[config.mk]
export PLATFORM = sky130hd
export DESIGN_NAME = tmr_timer
export DESIGN_NICKNAME = d
export VERILOG_FILES = /design/src/rtl/tmr_pkg.sv /design/src/rtl/tmr_timer.sv
export SDC_FILE = /design/constraint.sdc
export NUM_CORES = 1
export LEC_CHECK = 0
export ABC_AREA = 1
export BUFFER_PORTS_ARGS = -buffer_cell sky130_fd_sc_hd__buf_2
export CAP_MARGIN = 20
export CELL_PAD_IN_SITES_DETAIL_PLACEMENT = 2
export CELL_PAD_IN_SITES_GLOBAL_PLACEMENT = 2
export CORE_MARGIN = 4
export CORE_UTILIZATION = 36
export DETAILED_ROUTE_END_ITERATION = 6
export PLACE_DENSITY = 0.93
export SLEW_MARGIN = 20
export SYNTH_ARGS = -nofsm -noshare
export SYNTH_HDL_FRONTEND = slang
export SYNTH_SLANG_ARGS = --single-unit
export TNS_END_PERCENT = 50
[constraint.sdc]
create_clock -name clk -period 4.9 [get_ports clk]
set_clock_uncertainty 0.1 [all_clocks]
set_input_delay 0.245 -clock clk [delete_from_list [all_inputs] [get_ports clk]]
set_output_delay 0.245 -clock clk [all_outputs]
set_load 0.02 [all_outputs]
[src/rtl/tmr_pkg.sv]
package tmr_pkg;

    // Byte addresses on the core's data space
    localparam logic [7:0] ADDR_RB_LO = 8'hA7;
    localparam logic [7:0] ADDR_RB_HI = 8'hA8;
    localparam logic [7:0] ADDR_RA_LO = 8'hAA;
    localparam logic [7:0] ADDR_RA_HI = 8'hAB;
    localparam logic [7:0] ADDR_CNT_LO = 8'hAC;
    localparam logic [7:0] ADDR_CNT_HI = 8'hAD;
    localparam logic [7:0] ADDR_CTRL = 8'hAE;

    // Control register bit positions
    localparam int unsigned BIT_DUAL = 0;
    localparam int unsigned BIT_CAPTYPE = 1;
    localparam int unsigned BIT_IE = 2;
    localparam int unsigned BIT_PND = 3;
    localparam int unsigned BIT_RUN = 4;
    localparam int unsigned BIT_MLO = 5;
    localparam int unsigned BIT_MMID = 6;
    localparam int unsigned BIT_MHI = 7;

    // Reset and fixed values
    localparam logic [15:0] CNT_RST = 16'hFFFF;
    localparam logic [15:0] RELOAD_RST = 16'h0000;
    localparam logic [7:0] CTRL_RST = 8'h00;
    localparam logic [15:0] CNT_ZERO = 16'h0000;
    localparam logic [15:0] CNT_ONES = 16'hFFFF;
    localparam logic [15:0] CNT_STEP = 16'h0001;
    localparam logic [7:0] BYTE_ZERO = 8'h00;

    typedef enum logic [3:0] {
        MD_EVENT = 4'b0001,
        MD_PWM = 4'b0010,
        MD_CAP = 4'b0100,
        MD_DIFF = 4'b1000
    } tmr_mode_e;

    typedef struct packed {
        logic wr;
        logic rd;
        logic [7:0] addr;
        logic [7:0] wdata;
    } tmr_bus_req_s;

    typedef struct packed {
        logic out;
        logic oe;
    } tmr_pin_s;

    typedef struct packed {
        logic [15:0] cnt;
        logic [15:0] ra;
        logic [15:0] rb;
        logic [7:0] ctrl;
        logic sel_b;
        logic tog;
        logic armed;
        logic pin_s1;
        logic pin_s2;
        logic pin_prev;
        logic [7:0] rdata;
        logic irq;
        tmr_pin_s pin;
    } tmr_state_s;

endpackage

[src/rtl/tmr_timer.sv]
`timescale 1ns/10ps
`default_nettype none

module tmr_timer (
    // Clock and reset
    input wire logic clk,
    input wire logic rstn,
    // Core byte bus
    input wire tmr_pkg::tmr_bus_req_s bus_req,
    output logic [7:0] bus_rdata,
    // Core interrupt
    input wire logic global_ie,
    output logic timer_irq,
    // Shared port line
    input wire logic port_data,
    input wire logic port_dir,
    input wire logic timer_pin_in,
    output logic timer_pin_out,
    output logic timer_pin_oe
);

    localparam tmr_pkg::tmr_state_s ST_RST = '{
        cnt: tmr_pkg::CNT_RST,
        ra: tmr_pkg::RELOAD_RST,
        rb: tmr_pkg::RELOAD_RST,
        ctrl: tmr_pkg::CTRL_RST,
        rdata: tmr_pkg::BYTE_ZERO,
        default: '0
    };

    logic [1:0] rst_sync_q;
    logic rst_n;
    tmr_pkg::tmr_state_s s_q;
    tmr_pkg::tmr_state_s s_d;
    tmr_pkg::tmr_mode_e mode;
    logic cap_mode;
    logic running;
    logic rise;
    logic fall;
    logic tick;
    logic uf;
    logic set_pnd;
    logic set_uf;
    logic ed_start;
    logic ed_end;
    logic ctrl_wr;
    logic cnt_wr;
    logic [15:0] reload;

    // Asynchronous assert, release through two flops
    always_ff @(posedge clk or negedge rstn) begin
        if (!rstn) begin
            rst_sync_q <= 2'b00;
        end else begin
            rst_sync_q <= {rst_sync_q[0], 1'b1};
        end
    end
    assign rst_n = rst_sync_q[1];

    always_comb begin
        s_d = s_q;
        ctrl_wr = bus_req.wr && (bus_req.addr == tmr_pkg::ADDR_CTRL);
        cnt_wr = bus_req.wr && ((bus_req.addr == tmr_pkg::ADDR_CNT_LO) ||
            (bus_req.addr == tmr_pkg::ADDR_CNT_HI));
        // Mode decode from the two high bits
        case ({s_q.ctrl[tmr_pkg::BIT_MHI], s_q.ctrl[tmr_pkg::BIT_MMID]})
            2'b00: begin
                mode = tmr_pkg::MD_EVENT;
            end
            2'b10: begin
                mode = tmr_pkg::MD_PWM;
            end
            2'b01: begin
                mode = tmr_pkg::MD_CAP;
            end
            default: begin
                mode = tmr_pkg::MD_DIFF;
            end
        endcase
        cap_mode = (mode == tmr_pkg::MD_CAP) || (mode == tmr_pkg::MD_DIFF);
        // Pin synchroniser and edge detect past the second flop
        s_d.pin_s1 = timer_pin_in;
        s_d.pin_s2 = s_q.pin_s1;
        s_d.pin_prev = s_q.pin_s2;
        rise = s_q.pin_s2 && !s_q.pin_prev;
        fall = !s_q.pin_s2 && s_q.pin_prev;
        // Bit 4 is a flag in capture modes, so those always count
        running = cap_mode || s_q.ctrl[tmr_pkg::BIT_RUN];
        if (mode == tmr_pkg::MD_EVENT) begin
            // Edges assumed at most half rate, else some are lost
            tick = running && (s_q.ctrl[tmr_pkg::BIT_MLO] ? fall : rise);
        end else begin
            tick = running;
        end
        uf = tick && (s_q.cnt == tmr_pkg::CNT_ZERO);
        if (cap_mode) begin
            reload = tmr_pkg::CNT_ONES;
        end else if (mode == tmr_pkg::MD_PWM && s_q.sel_b) begin
            reload = s_q.rb;
        end else begin
            reload = s_q.ra;
        end
        if (tick) begin
            s_d.cnt = uf ? reload : s_q.cnt - tmr_pkg::CNT_STEP;
        end
        // Alternate reload select, restarts on A
        if (mode != tmr_pkg::MD_PWM || !s_q.ctrl[tmr_pkg::BIT_RUN] ||
            !s_q.ctrl[tmr_pkg::BIT_DUAL]) begin
            s_d.sel_b = 1'b0;
        end else if (uf) begin
            s_d.sel_b = !s_q.sel_b;
        end
        // Toggle flop tracks the port level until toggling is on
        if (mode == tmr_pkg::MD_PWM && s_q.ctrl[tmr_pkg::BIT_MLO]) begin
            if (uf) begin
                s_d.tog = !s_q.tog;
            end
        end else begin
            s_d.tog = port_data;
        end
        // Software byte writes
        set_pnd = uf && !cap_mode;
        set_uf = uf && cap_mode;
        if (bus_req.wr) begin
            if (bus_req.addr == tmr_pkg::ADDR_RB_LO) begin
                s_d.rb[7:0] = bus_req.wdata;
            end else if (bus_req.addr == tmr_pkg::ADDR_RB_HI) begin
                s_d.rb[15:8] = bus_req.wdata;
            end else if (bus_req.addr == tmr_pkg::ADDR_RA_LO) begin
                s_d.ra[7:0] = bus_req.wdata;
            end else if (bus_req.addr == tmr_pkg::ADDR_RA_HI) begin
                s_d.ra[15:8] = bus_req.wdata;
            end else if (bus_req.addr == tmr_pkg::ADDR_CNT_LO) begin
                s_d.cnt[7:0] = bus_req.wdata;
            end else if (bus_req.addr == tmr_pkg::ADDR_CNT_HI) begin
                s_d.cnt[15:8] = bus_req.wdata;
            end
        end
        // Capture edges; hardware capture beats a same-cycle write
        ed_start = s_q.ctrl[tmr_pkg::BIT_MLO] ? fall : rise;
        if (s_q.ctrl[tmr_pkg::BIT_CAPTYPE]) begin
            ed_end = ed_start;
        end else begin
            ed_end = s_q.ctrl[tmr_pkg::BIT_MLO] ? rise : fall;
        end
        if (mode == tmr_pkg::MD_CAP && ed_start) begin
            s_d.ra = s_q.cnt;
            set_pnd = 1'b1;
        end
        if (mode != tmr_pkg::MD_DIFF) begin
            s_d.armed = 1'b0;
        end else if (s_q.armed && ed_end) begin
            // Counter ran down from all ones, so elapsed is its inverse
            s_d.ra = ~s_q.cnt;
            set_pnd = 1'b1;
            s_d.armed = s_q.ctrl[tmr_pkg::BIT_CAPTYPE];
            if (s_q.ctrl[tmr_pkg::BIT_CAPTYPE]) begin
                s_d.cnt = tmr_pkg::CNT_ONES;
            end
        end else if (!s_q.armed && ed_start) begin
            s_d.armed = 1'b1;
            s_d.cnt = tmr_pkg::CNT_ONES;
        end
        // Control write; flags only clear by 0, set wins
        if (ctrl_wr) begin
            s_d.ctrl = bus_req.wdata;
            s_d.ctrl[tmr_pkg::BIT_PND] = bus_req.wdata[tmr_pkg::BIT_PND] &&
                s_q.ctrl[tmr_pkg::BIT_PND];
            if (cap_mode) begin
                s_d.ctrl[tmr_pkg::BIT_RUN] = bus_req.wdata[tmr_pkg::BIT_RUN]
                    && s_q.ctrl[tmr_pkg::BIT_RUN];
            end
        end
        if (set_pnd) begin
            s_d.ctrl[tmr_pkg::BIT_PND] = 1'b1;
        end
        if (set_uf) begin
            s_d.ctrl[tmr_pkg::BIT_RUN] = 1'b1;
        end
        // Interrupt gated by local and global enables
        s_d.irq = s_q.ctrl[tmr_pkg::BIT_IE] && global_ie &&
            (s_q.ctrl[tmr_pkg::BIT_PND] ||
            (cap_mode && s_q.ctrl[tmr_pkg::BIT_RUN]));
        // Pin: in PWM, port_dir enables it and toggle PWM drives the timer level; input otherwise
        if (mode == tmr_pkg::MD_PWM) begin
            s_d.pin.out = s_q.ctrl[tmr_pkg::BIT_MLO] ? s_q.tog : port_data;
            s_d.pin.oe = port_dir;
        end else begin
            s_d.pin.out = port_data;
            s_d.pin.oe = 1'b0;
        end
        if (bus_req.rd) begin
            if (bus_req.addr == tmr_pkg::ADDR_RB_LO) begin
                s_d.rdata = s_q.rb[7:0];
            end else if (bus_req.addr == tmr_pkg::ADDR_RB_HI) begin
                s_d.rdata = s_q.rb[15:8];
            end else if (bus_req.addr == tmr_pkg::ADDR_RA_LO) begin
                s_d.rdata = s_q.ra[7:0];
            end else if (bus_req.addr == tmr_pkg::ADDR_RA_HI) begin
                s_d.rdata = s_q.ra[15:8];
            end else if (bus_req.addr == tmr_pkg::ADDR_CNT_LO) begin
                s_d.rdata = s_q.cnt[7:0];
            end else if (bus_req.addr == tmr_pkg::ADDR_CNT_HI) begin
                s_d.rdata = s_q.cnt[15:8];
            end else if (bus_req.addr == tmr_pkg::ADDR_CTRL) begin
                s_d.rdata = s_q.ctrl;
            end else begin
                s_d.rdata = tmr_pkg::BYTE_ZERO;
            end
        end
    end

    always_ff @(posedge clk or negedge rst_n) begin
        if (!rst_n) begin
            s_q <= ST_RST;
        end else begin
            s_q <= s_d;
        end
    end

    assign bus_rdata = s_q.rdata;
    assign timer_irq = s_q.irq;
    assign timer_pin_out = s_q.pin.out;
    assign timer_pin_oe = s_q.pin.oe;
endmodule

`default_nettype wire

* Word level (Yosys, flattened, before mapping)
Cells that the tools add are included.
Storage, ports and cells: bits in registers 75, word-level logic and storage cells 125
Cells by class: equality and inequality tests 16, bitwise gates (word level) 2, muxes and demuxes 50, add/subtract/negate cells 1, reduce and logical (&&, ||, !) cells 38
Operators with widths (count):
- 2-to-1 mux 16 bit | 10
- 2-to-1 mux 8 bit | 14
- 2-to-1 mux 32 bit | 2
- == test 8 bit (second input constant) | 7
- 2-to-1 mux 48 bit | 1
- 2-to-1 mux 40 bit | 1
- 2-to-1 mux 24 bit | 1
- 2-to-1 mux 1 bit | 18
- logical AND 1 bit | 17
- logical NOT 16 bit | 1
- inverter 16 bit | 1
- subtractor 16 x 1 -> 16 bit (second input constant) | 1
- one-hot mux 4 bit (3 select lines) | 1
- logical NOT 1 bit | 8
- nonzero test 2 bit | 3
- logical OR 1 bit | 5
- 2-to-1 mux 5 bit | 1
- == test 4 x 1 -> 1 bit (second input constant) | 1
- == test 4 x 2 -> 1 bit (second input constant) | 1
- == test 4 x 3 -> 1 bit (second input constant) | 1
- == test 4 bit (second input constant) | 1
- != test 4 x 2 -> 1 bit (second input constant) | 1
- != test 4 bit (second input constant) | 1
- AND reduction 3 bit | 1
- other kinds (8) | 8

* Depth between registers and ports, before layout
Gate-level depths: netlist of the first run.
depth after elaboration 20, mapped depth 13, mapped depth without buffers 13

* Worst setup path after synthesis of the first run
No wires, ideal clock.
kind reg-to-reg, start reg s_q[57] (netlist name), end reg s_q[64] (netlist name), arrival 1.620 ns, cell stages (with the launch flop) 13, setup slack 3.120 ns, clock period less this slack 1.780 ns, cell sequence dfstp_2 -> inv_1 -> ha_1 -> nand4_1 -> nor2_4 -> nand2_4 -> buf_2 -> nand2_1 -> nand2_1 -> nand2_1 -> nand2_1 -> nand2_1 -> nand2_1
RTL lines:
- start: declaration | line tmr_timer.sv:33 | tmr_pkg::tmr_state_s s_q;
- start signal: assignment | line tmr_timer.sv:215 | s_q <= ST_RST;
- start signal: assignment | line tmr_timer.sv:217 | s_q <= s_d;

==> run metrics, run 1 <==
Avg Inst Size Synth around 6.4 sq um; first-pass GRT wire length between 30 and 40 mm; placer congestion estimate 0.9211; post-route cell area roughly 5700 sq um; vias post-DR between 5000 and 6000; CTS H-tree depth 3; share of layout cells above drive strength 1 between 10% and 20%; Worst R2R End s_q[60]; Yosys Warn Count 0; Post-synth top flop dfrtp_1; clock sinks between 70 and 80; # Post-CTS Setup Buffers 0; post-route insts no fill just over 1000; critical path's slowest cell inv_1; Starting Density between 30% and 40%; reg2reg path depth 11; Final nets between 800 and 900; Netlist cell types 36; Pleak between 3 and 4 nW; unrepaired setup endpoints after global routing false; Inserted Clock Buffers 9; die span in x between 100 and 150 microns; crit end category register; Die Y ~130 microns; post-synthesis mux area share 0%; worst skew pair latency between 300 and 400 ps; Post-Syn Nets 832; placed standard-cell area between 5000 and 6000 sq um; critical-path maximum fanout 20; fin crit share approximately three quarters; Crit Path Class register to register; DRT Wirelength approximately 23 mm; Final Max Slew Viols 0; I/O Buffers 34; Post-route DRC 0; min-delay worst type input port to register; Synth top area share around 29%; area delta synth->final 11.35%; Seq/Total Area, Yosys 36.76%; final count of hold timing violations 0; Post-synth ARST share 100.0%; XOR/XNOR Fraction of Synth Area 1.358%; final setup TNS 0 ps; Synth Area in Compound Gates under 10%; main combinational cell family by area after synthesis simple AND/OR/NAND/NOR gates; final core utilization between 40 and 50%; count leader, synth nand2_1; Synth Area in Adders less than 1%; post-DP HPWL between 15 and 20 mm; cells after synthesis around 800; hold slack 23.86 ps; pin count of the biggest net entering global routing 74; Startpoint Class register; Cell Chain, Critical Path inv_1, nand3_2, inv_1, nand2_1, nand3_1, nand3_1, nand2_1, nand2_1, nand2_1, nand2_1, nand2_1; # placed instances ~990; worst vdd ir between 0.0002 and 0.0003 V; Seq cells post-synth between 70 and 80; number of flops mapped to enable cells by yosys 0; relative slew slack roughly a third; CP Data Required Time slightly above 5000 ps; Synth area leaders dfrtp_1, nand2_1, dfstp_2, nand3_1, inv_1; area of the mapped netlist 5160 sq um; initial antenna violation count 0; top cell type by total area after synthesis dfrtp_1; r2r startpoint s_q[23]; Root Buffer Master clkbuf_16; Max Fclk ~270 MHz; minimum clock period around 3700 ps; ANT nets after route 0; Final setup viols 0; simple-gate share of the synthesized area about 43%; end point of the critical path s_q[60]; Routed WL per cell 23.30 microns; iteration-0 DRC count of the detailed router approximately 480; core footprint between 10000 and 15000 sq um; Pwr Density around 460 nW/um^2; ant diodes 0; CP max stage delay between 700 and 800 ps; Via-to-Cell Ratio between 5 and 6; clock slew at reported path FFs 60 ps; setup slack, reg-to-reg between 1000 and 1500 ps; worst slew pin tran 993.8 ps; Max Buffers Root-to-Sink 2; GRT Util Overall between 20% and 30%; maxcap violations 0; CTS tree built; Worst Min Path Start port_data; die footprint about 16000 sq um; boundary pin count 35; Core Rows 43; Detailed Routing Iterations Pass 1 5; GRT overflow 0; status finished, final reports clean; Synth top cells by count nand2_1, inv_1, nand3_1, dfrtp_1, nor2_1; CP arrival a little under 4000 ps; Worst Setup SP s_q[23]; most used cell along the critical path nand2_1; vias in the first global route 6246
## power by group
part,switching (mW),total (mW),internal (mW)
Combinational,0.600,0.876,0.276
Sequential,0.230,1.02,0.786
Clock,0.289,0.763,0.475
Total,1.12,2.66,1.54
## through the flow
stage | total power, mW | worst slack (ps)
after floorplan | 1.509 | 2585
after global placement | 1.748 | 1512
after detailed placement | 1.845 | 1416
after CTS | 2.642 | 1309
after global routing | 2.820 | 1019
final | 2.655 | 1219
## routing by layer
layer  vias to the layer above  GRT usage, %  wire, microns  share of wire (%)
li1                       2554             -              -                  -
met1                      2902         37.05           9815                 42
met2                       211         50.89          11460                 49
met3                        70         5.417           1257                5.4
met4                         0         10.30            907                3.9
met5                         -             0              0                  0
## critical path: cells and delay by family, from the launching register on
family	cells	cell delay, ps
flops	1	540
simple gates	9	1550
buf+inv	2	1420
## cell families after synthesis
kind of cell	after synthesis
AND/OR/NAND/NOR	522
buffers and inverters	123
AO/OA/AOI/OAI	77
flip-flops	75
XOR/XNOR	8
adder cells (fa/ha/maj)	1
other	1
## worst min-delay path by stage
stage | end | depth (start not counted)
floorplan | rst_sync_q[0] | 0
global placement | rst_sync_q[0] | 1
detailed placement | rst_sync_q[0] | 1
CTS | timer_pin_oe | 3
global route | timer_pin_out | 3
finish | timer_pin_out | 3
## state kept, by name, summed over array words and instances (netlist names)
register and flops:
bus_rdata 8, rst_sync_q 2, timer_irq 1, s_q 60
timer_pin_out 1, s_d 2, timer_pin_oe 1
## what timing repair did
action,in CTS,in global routing
hold buffers,2,0
endpoints found under the hold margin,3,0
resized for setup,0,0
## cell type report
cell class,count,area (sq um)
fillers,1707,8189
multi-input cells,609,2736
flip-flops and latches,75,1901
inverters,87,327.8
clock buffers,12,256.5
repair buffers,39,225.2
well taps,180,225.2
clock inverters,4,73.82
## cell usage in the layout (no fill, tap or decap), types with 2 or more instances in the layout
master and instances:
a21oi_1 10, buf_2 34, buf_4 2, bufinv_16 2, clkbuf_16 9, clkbuf_8 2, clkinv_2 2, dfrtp_1 58
dfstp_2 16, dlygate4sd3_1 2, inv_1 84, nand2_1 343, nand2_2 2, nand3_1 82, nand3_2 3, nand4_1 15
nor2_1 58, nor2_4 5, nor3_1 2, nor3_4 2, o211ai_1 5, o211ai_2 2, o21ai_0 57, or2_2 5
xor2_1 8
No activity file was read; power rests on OpenSTA's default activity.
==> run 2, diff against run 1 <==
--- a/config.mk
+++ b/config.mk
@@ -11,9 +11,9 @@
 export CELL_PAD_IN_SITES_DETAIL_PLACEMENT = 2
 export CELL_PAD_IN_SITES_GLOBAL_PLACEMENT = 2
 export CORE_MARGIN = 4
-export CORE_UTILIZATION = 36
+export CORE_UTILIZATION = 34
 export DETAILED_ROUTE_END_ITERATION = 6
-export PLACE_DENSITY = 0.93
+export PLACE_DENSITY = 0.89
 export SLEW_MARGIN = 20
 export SYNTH_ARGS = -nofsm -noshare
 export SYNTH_HDL_FRONTEND = slang
==> constraint.sdc (replaced) <==
create_clock -name clk -period 3.8 [get_ports clk]
set_clock_uncertainty 0.1 [all_clocks]
set_input_delay 0.19 -clock clk [delete_from_list [all_inputs] [get_ports clk]]
set_output_delay 0.19 -clock clk [all_outputs]
set_load 0.02 [all_outputs]
==> run 2 against run 1 <==
Compared with the run above: final cell count is 0.99% higher; first-iteration DRC count is 4.0% lower; worst hold slack improved by 15 ps; power grew 29%; clock power is 24% higher; combinational power is 30% higher; setup slack got worse by 380 ps; via count grew 2.0%; critical path depth unchanged.
==> run metrics, run 2 (synthesized netlist as in run 1, its figures left out) <==
status finished, final reports clean; Routed WL per cell approximately 25 microns; pin count of the biggest net entering global routing 74; maxcap violations 0; final setup TNS 0 ps; relative slew slack between 40% and 50%; DRT Wirelength roughly 25 mm; unrepaired setup endpoints after global routing false; Die Y 131.2 microns; Final Max Slew Viols 0; fin crit share approximately 78%; first-pass GRT wire length around 37 mm; die footprint roughly 17000 sq um; CP max stage delay between 500 and 600 ps; CTS tree built; minimum clock period just under 3000 ps; Cell Chain, Critical Path inv_1, nand3_2, inv_1, nand2_1, nand3_1, nand3_1, nand2_1, nand2_1, nand2_1, nand2_1, nand2_1; Largest Register s_q; final count of hold timing violations 0; commonest non-fill, non-tap cell in the layout nand2_1; ant diodes 0; min-delay worst type input port to async pin; final core utilization 39.39%; initial antenna violation count 0; vias post-DR 5850; Worst Setup SP s_q[23]; Core Rows 44; Final setup viols 0; Pleak 3.073 nW; Int Pwr about 1.9 mW; Pwr Density between 500 and 600 nW/um^2; clock sinks 75; Post-route DRC 0; r2r startpoint s_q[23]; setup slack, reg-to-reg around 840 ps; power share of the combinational group 33.3%; Inserted Clock Buffers 9; sequential power share between 30 and 40%; Starting Density 35.10%; Max Fclk roughly 340 MHz; worst vdd ir roughly 0.00028 V; Startpoint Class register; Detailed Routing Iterations Pass 1 5; most frequent cells in the layout nand2_1, inv_1, nand3_1; core footprint between 10000 and 15000 sq um; iteration-0 DRC count of the detailed router 462; worst slew pin tran ~800 ps; GRT Util Overall 27.60%; Root Buffer Master clkbuf_16; critical-path maximum fanout 20; ANT nets after route 0; area delta synth->final 12.20%; max FFs per register 60; Clock power frac 27.6%; critical path's slowest cell inv_1; reg2reg path depth 11; placer congestion estimate 0.9156; I/O Buffers 34; total power 3.421 mW; switching power roughly 1.5 mW; post-route cell area 5789 sq um; share of layout cells above drive strength 1 between 10% and 20%; die span in x ~130 microns; crit end category register; vias in the first global route about 6200; Switching Share between 40% and 50%; Crit Path Class register to register; CP arrival 3160 ps; GRT overflow 0; boundary pin count 35; post-DP HPWL between 15 and 20 mm; Via-to-Cell Ratio 5.758; placed standard-cell area 5400 sq um; Max Buffers Root-to-Sink 2; CTS H-tree depth 3; worst skew pair latency roughly 370 ps; CP Data Required Time 4000 ps; most used cell along the critical path nand2_1; filler cell count about 1800; Final nets 852; clock slew at reported path FFs roughly 80 ps
[run 2: cell types whose count changed in the layout (fill, tap and decap cells not counted), moves of 2 or more]
cell / previous run / this run
dlygate4sd3_1: 2 / 5
clkbuf_8: 2 / 0
inv_6: 0 / 2
buf_4: 2 / 5
[run 2: layout make-up]
type / instances / area (sq um) / share of cell area (%)
multi-input combinational: 609 / 2736 / 47.27
sequential: 75 / 1901 / 32.83
clock inverter: 7 / 83.83 / 1.448
timing repair buffer: 45 / 285.3 / 4.928
clock buffer: 9 / 225.2 / 3.890
tap: 184 / 230.2 / 3.977
inverter: 87 / 327.8 / 5.662
[run 2: what timing repair did]
| item | 4_1_cts | 5_1_grt |
|---|---|---|
| setup buffers | 0 | 0 |
| gates resized for setup | 0 | 0 |
| hold buffers | 5 | 0 |
| hold endpoints to repair | 6 | 0 |
[run 2: metal layers]
layer	share of wire, %	GRT usage (%)	up-vias
met5	0	0	-
met2	50	48.19	194
met1	41	34.07	3023
met3	4.9	4.434	68
met4	4.0	11.26	0
li1	-	-	2565
[run 2: per-stage QoR]
step	hold slack (ps)	std cells	setup slack [ps]
final	38.59	1016	838.8
after global routing	56.19	1016	591.8
after CTS	14.35	1015	976.7
after detailed placement	-123.1	994	1035
after global placement	-124.3	994	1192
after floorplan	-205.6	807	1485
[run 2: critical path: cells and delay by family, from the launching register on]
family	cells	cell delay, ps
flops	1	500
simple gates	9	1260
buf+inv	2	1030
[run 2: power by group through the flow]
stage / Clock [mW] / Sequential [mW] / Combinational, mW
after detailed placement: 0 / 1.33 / 1.05
after CTS: 0.943 / 1.33 / 1.11
after global placement: 0 / 1.31 / 0.969
final: 0.944 / 1.34 / 1.14
after global routing: 0.989 / 1.35 / 1.29
after floorplan: 0 / 1.17 / 0.777
[run 2: worst paths after layout]
path / end
worst max-delay path: s_q[58]
worst min-delay path: rst_sync_q[1]
worst max register to register: s_q[58]
worst min register to register: s_q[31]
max in group asynchronous: s_q[72]
min in group clk: s_q[21]
==> run 3, diff against run 2 <==
--- a/config.mk
+++ b/config.mk
@@ -5,15 +5,15 @@
 export SDC_FILE = /design/constraint.sdc
 export NUM_CORES = 1
 export LEC_CHECK = 0
-export ABC_AREA = 1
+export ABC_AREA = 0
 export BUFFER_PORTS_ARGS = -buffer_cell sky130_fd_sc_hd__buf_2
 export CAP_MARGIN = 20
 export CELL_PAD_IN_SITES_DETAIL_PLACEMENT = 2
 export CELL_PAD_IN_SITES_GLOBAL_PLACEMENT = 2
 export CORE_MARGIN = 4
-export CORE_UTILIZATION = 34
+export CORE_UTILIZATION = 35
 export DETAILED_ROUTE_END_ITERATION = 6
-export PLACE_DENSITY = 0.89
+export PLACE_DENSITY = 0.84
 export SLEW_MARGIN = 20
 export SYNTH_ARGS = -nofsm -noshare
 export SYNTH_HDL_FRONTEND = slang
==> constraint.sdc (replaced) <==
create_clock -name clk -period 2.71 [get_ports clk]
set_clock_uncertainty 0.1 [all_clocks]
set_input_delay 0.1355 -clock clk [delete_from_list [all_inputs] [get_ports clk]]
set_output_delay 0.1355 -clock clk [all_outputs]
set_load 0.02 [all_outputs]
==> run 3 against run 2 <==
Compared with the run above: area after synthesis fell by 3.5%; sequential share of layout area grew 1.0 points; global-route usage decreased by 2.6 points; highest routed layer unchanged; combinational power up 14%; largest cell class unchanged; fmax up 15%; largest power group unchanged.
==> run metrics, run 3 <==
filler cell count ~1500; Via-to-Cell Ratio around 6.5; final core utilization between 40% and 50%; CTS tree built; Final nets ~580; Starting Density 35.87%; Cell Chain, Critical Path inv_1, ha_1, or3b_1, or2_2, nor4_4, buf_4, a21oi_1, a221o_1; top cell type by total area after synthesis dfrtp_1; final count of hold timing violations 0; worst setup margin ~140 ps; Inserted Clock Buffers 9; die footprint ~16000 sq um; Core Rows 43; initial antenna violation count 0; post-DP HPWL 13.51 mm; Seq/Total Area, Yosys between 30% and 40%; area of the mapped netlist 4979 sq um; iteration-0 DRC count of the detailed router ~550; Synth area leaders dfrtp_1, dfstp_2, mux2i_1, mux2_2, nor2_1; Root Buffer Master clkbuf_16; Pleak 2.360 nW; Die Y ~130 microns; critical path's slowest cell or3b_1; ant diodes 0; DRT Wirelength approximately 20 mm; Max Fclk between 300 and 400 MHz; worst slew pin tran 881.7 ps; worst path bufs/invs 2; worst vdd ir roughly 0.00034 V; clock slew at reported path FFs about 60 ps; Post-Syn Nets about 560; Post-synth ARST share 100.0%; Post-synth top flop dfrtp_1; cells after synthesis between 500 and 600; most frequent cells in the layout dfrtp_1, nor2_1, mux2i_1; Routed WL per cell between 20 and 30 microns; Post-route DRC 0; GRT overflow 0; Synth top area share between 20% and 30%; maxcap violations 0; Largest Register s_q; Setup WS pre-CTS ~86 ps; Pwr Density 788.8 nW/um^2; pin count of the biggest net entering global routing 74; I/O Buffers 34; vias post-DR 4774; Yosys Warn Count 0; Final setup viols 0; fin crit share between 90% and 100%; share of layout cells above drive strength 1 about a quarter; Synth top cells by count dfrtp_1, nor2_1, mux2i_1, a21oi_1, mux2_2; first-pass GRT wire length 31.07 mm; Netlist cell types 66; CP delay by family, top simple AND/OR/NAND/NOR gates; Seq cells post-synth 75; Final Max Slew Viols 0; Max Buffers Root-to-Sink 2; relative slew slack roughly two fifths; Register Area between 1500 and 2000 sq um; die span in x 127.3 microns; crit end category register; CP Data Required Time about 2900 ps; Detailed Routing Iterations Pass 1 5; number of flops mapped to enable cells by yosys 0; hold slack about 33 ps; CP max stage delay approximately 410 ps; GRT Util Overall 24.98%; Startpoint Class register; vias in the first global route approximately 5100; worst skew pair latency roughly 360 ps; clock sinks between 70 and 80; boundary pin count 35; min-delay worst type input port to register; Avg Inst Size Synth approximately 9.4 sq um; max FFs per register 60; status finished, final reports clean; CP arrival about 2800 ps; minimum clock period roughly 2600 ps; final setup TNS 0 ps; count leader, synth dfrtp_1; unrepaired setup endpoints after global routing false; ANT nets after route 0; Crit Path Class register to register; CTS H-tree depth 3; multi-input combinational cell area 2749 sq um; commonest non-fill, non-tap cell in the layout dfrtp_1; area delta synth->final 12.82%; critical-path maximum fanout 8; setup slack, reg-to-reg 140 ps; core footprint 13880 sq um; placer congestion estimate around 1
==> run 3: cell types whose count changed after synthesis, sizes merged, moves of 11 or more <==
cell / before / now
o21ai: 57 / 22
o211ai: 7 / 18
clkbuf: 9 / 34
o31a: 0 / 17
nand3: 85 / 24
nor3: 4 / 15
nor2: 64 / 47
a21oi: 11 / 31
mux2i: 0 / 35
mux2: 0 / 30
inv: 85 / 8
nand2: 346 / 26
==> run 3: repair_timing <==
action | 4_1_cts | 5_1_grt
endpoints found under the setup margin | 0 | 6
setup buffers | 0 | 2
hold buffers | 6 | 0
hold endpoints to repair | 7 | 0
resized for setup | 0 | 1
==> run 3: final timing paths <==
kind	depth (start not counted)	start	end
min in group asynchronous	1	rst_sync_q[1]	s_d[11]
hold / removal	3	bus_req[6]	s_q[23]
setup / recovery	8	s_q[57]	s_q[60]
hold reg to reg	1	rst_sync_q[1]	s_d[11]
max in group asynchronous	3	rstn	rst_sync_q[1]
setup reg to reg	8	s_q[57]	s_q[60]
==> run 3: routing by layer <==
| layer | up-vias | wire, microns | global-route usage [%] |
|---|---|---|---|
| li1 | 2031 | - | - |
| met1 | 2469 | 8525 | 32.42 |
| met2 | 220 | 9468 | 39.70 |
| met3 | 54 | 1393 | 5.769 |
| met4 | 0 | 809 | 11.17 |
| met5 | - | 0 | 0 |
==> run 3: tightest hold or removal path: stages <==
cell and delay [ps]:
buf_2 170, nand2_1 70, o21ai_0 60
==> run 3: per-stage QoR <==
| step | instances | instance area (sq um) | total power [mW] |
|---|---|---|---|
| after global routing | 738 | 5617 | 4.638 |
| after CTS | 736 | 5595 | 4.379 |
| final | 738 | 5617 | 4.430 |
| after floorplan | 530 | 4979 | 2.684 |
| after detailed placement | 714 | 5254 | 3.142 |
| after global placement | 714 | 5254 | 3.021 |
==> run 3: cell type report <==
class | count | area share, %
Sequential cell | 75 | 33.84
Inverter | 8 | 0.5346
Multi-Input combinational cell | 394 | 48.94
Timing Repair Buffer | 65 | 7.663
Clock inverter | 4 | 0.4455
Tap cell | 180 | 4.010
Clock buffer | 12 | 4.567
==> run 3: cells by family (layout without fill, tap and decap cells) <==
logic type | after synthesis | in the layout | synth area share (%)
simple gates | 181 | 181 | 20.23
compound gates | 140 | 140 | 19.33
flops | 75 | 75 | 38.10
mux | 65 | 65 | 13.82
buf+inv | 61 | 89 | 7.137
xor+xnor | 6 | 6 | 1.056
fa+ha+maj | 1 | 1 | 0.2513
other cells | 1 | 1 | 0.07532
==> run 3: power breakdown <==
part | switching (mW) | total, mW | internal [mW]
Clock | 0.520 | 1.19 | 0.668
Combinational | 0.725 | 1.30 | 0.572
Sequential | 0.479 | 1.95 | 1.47
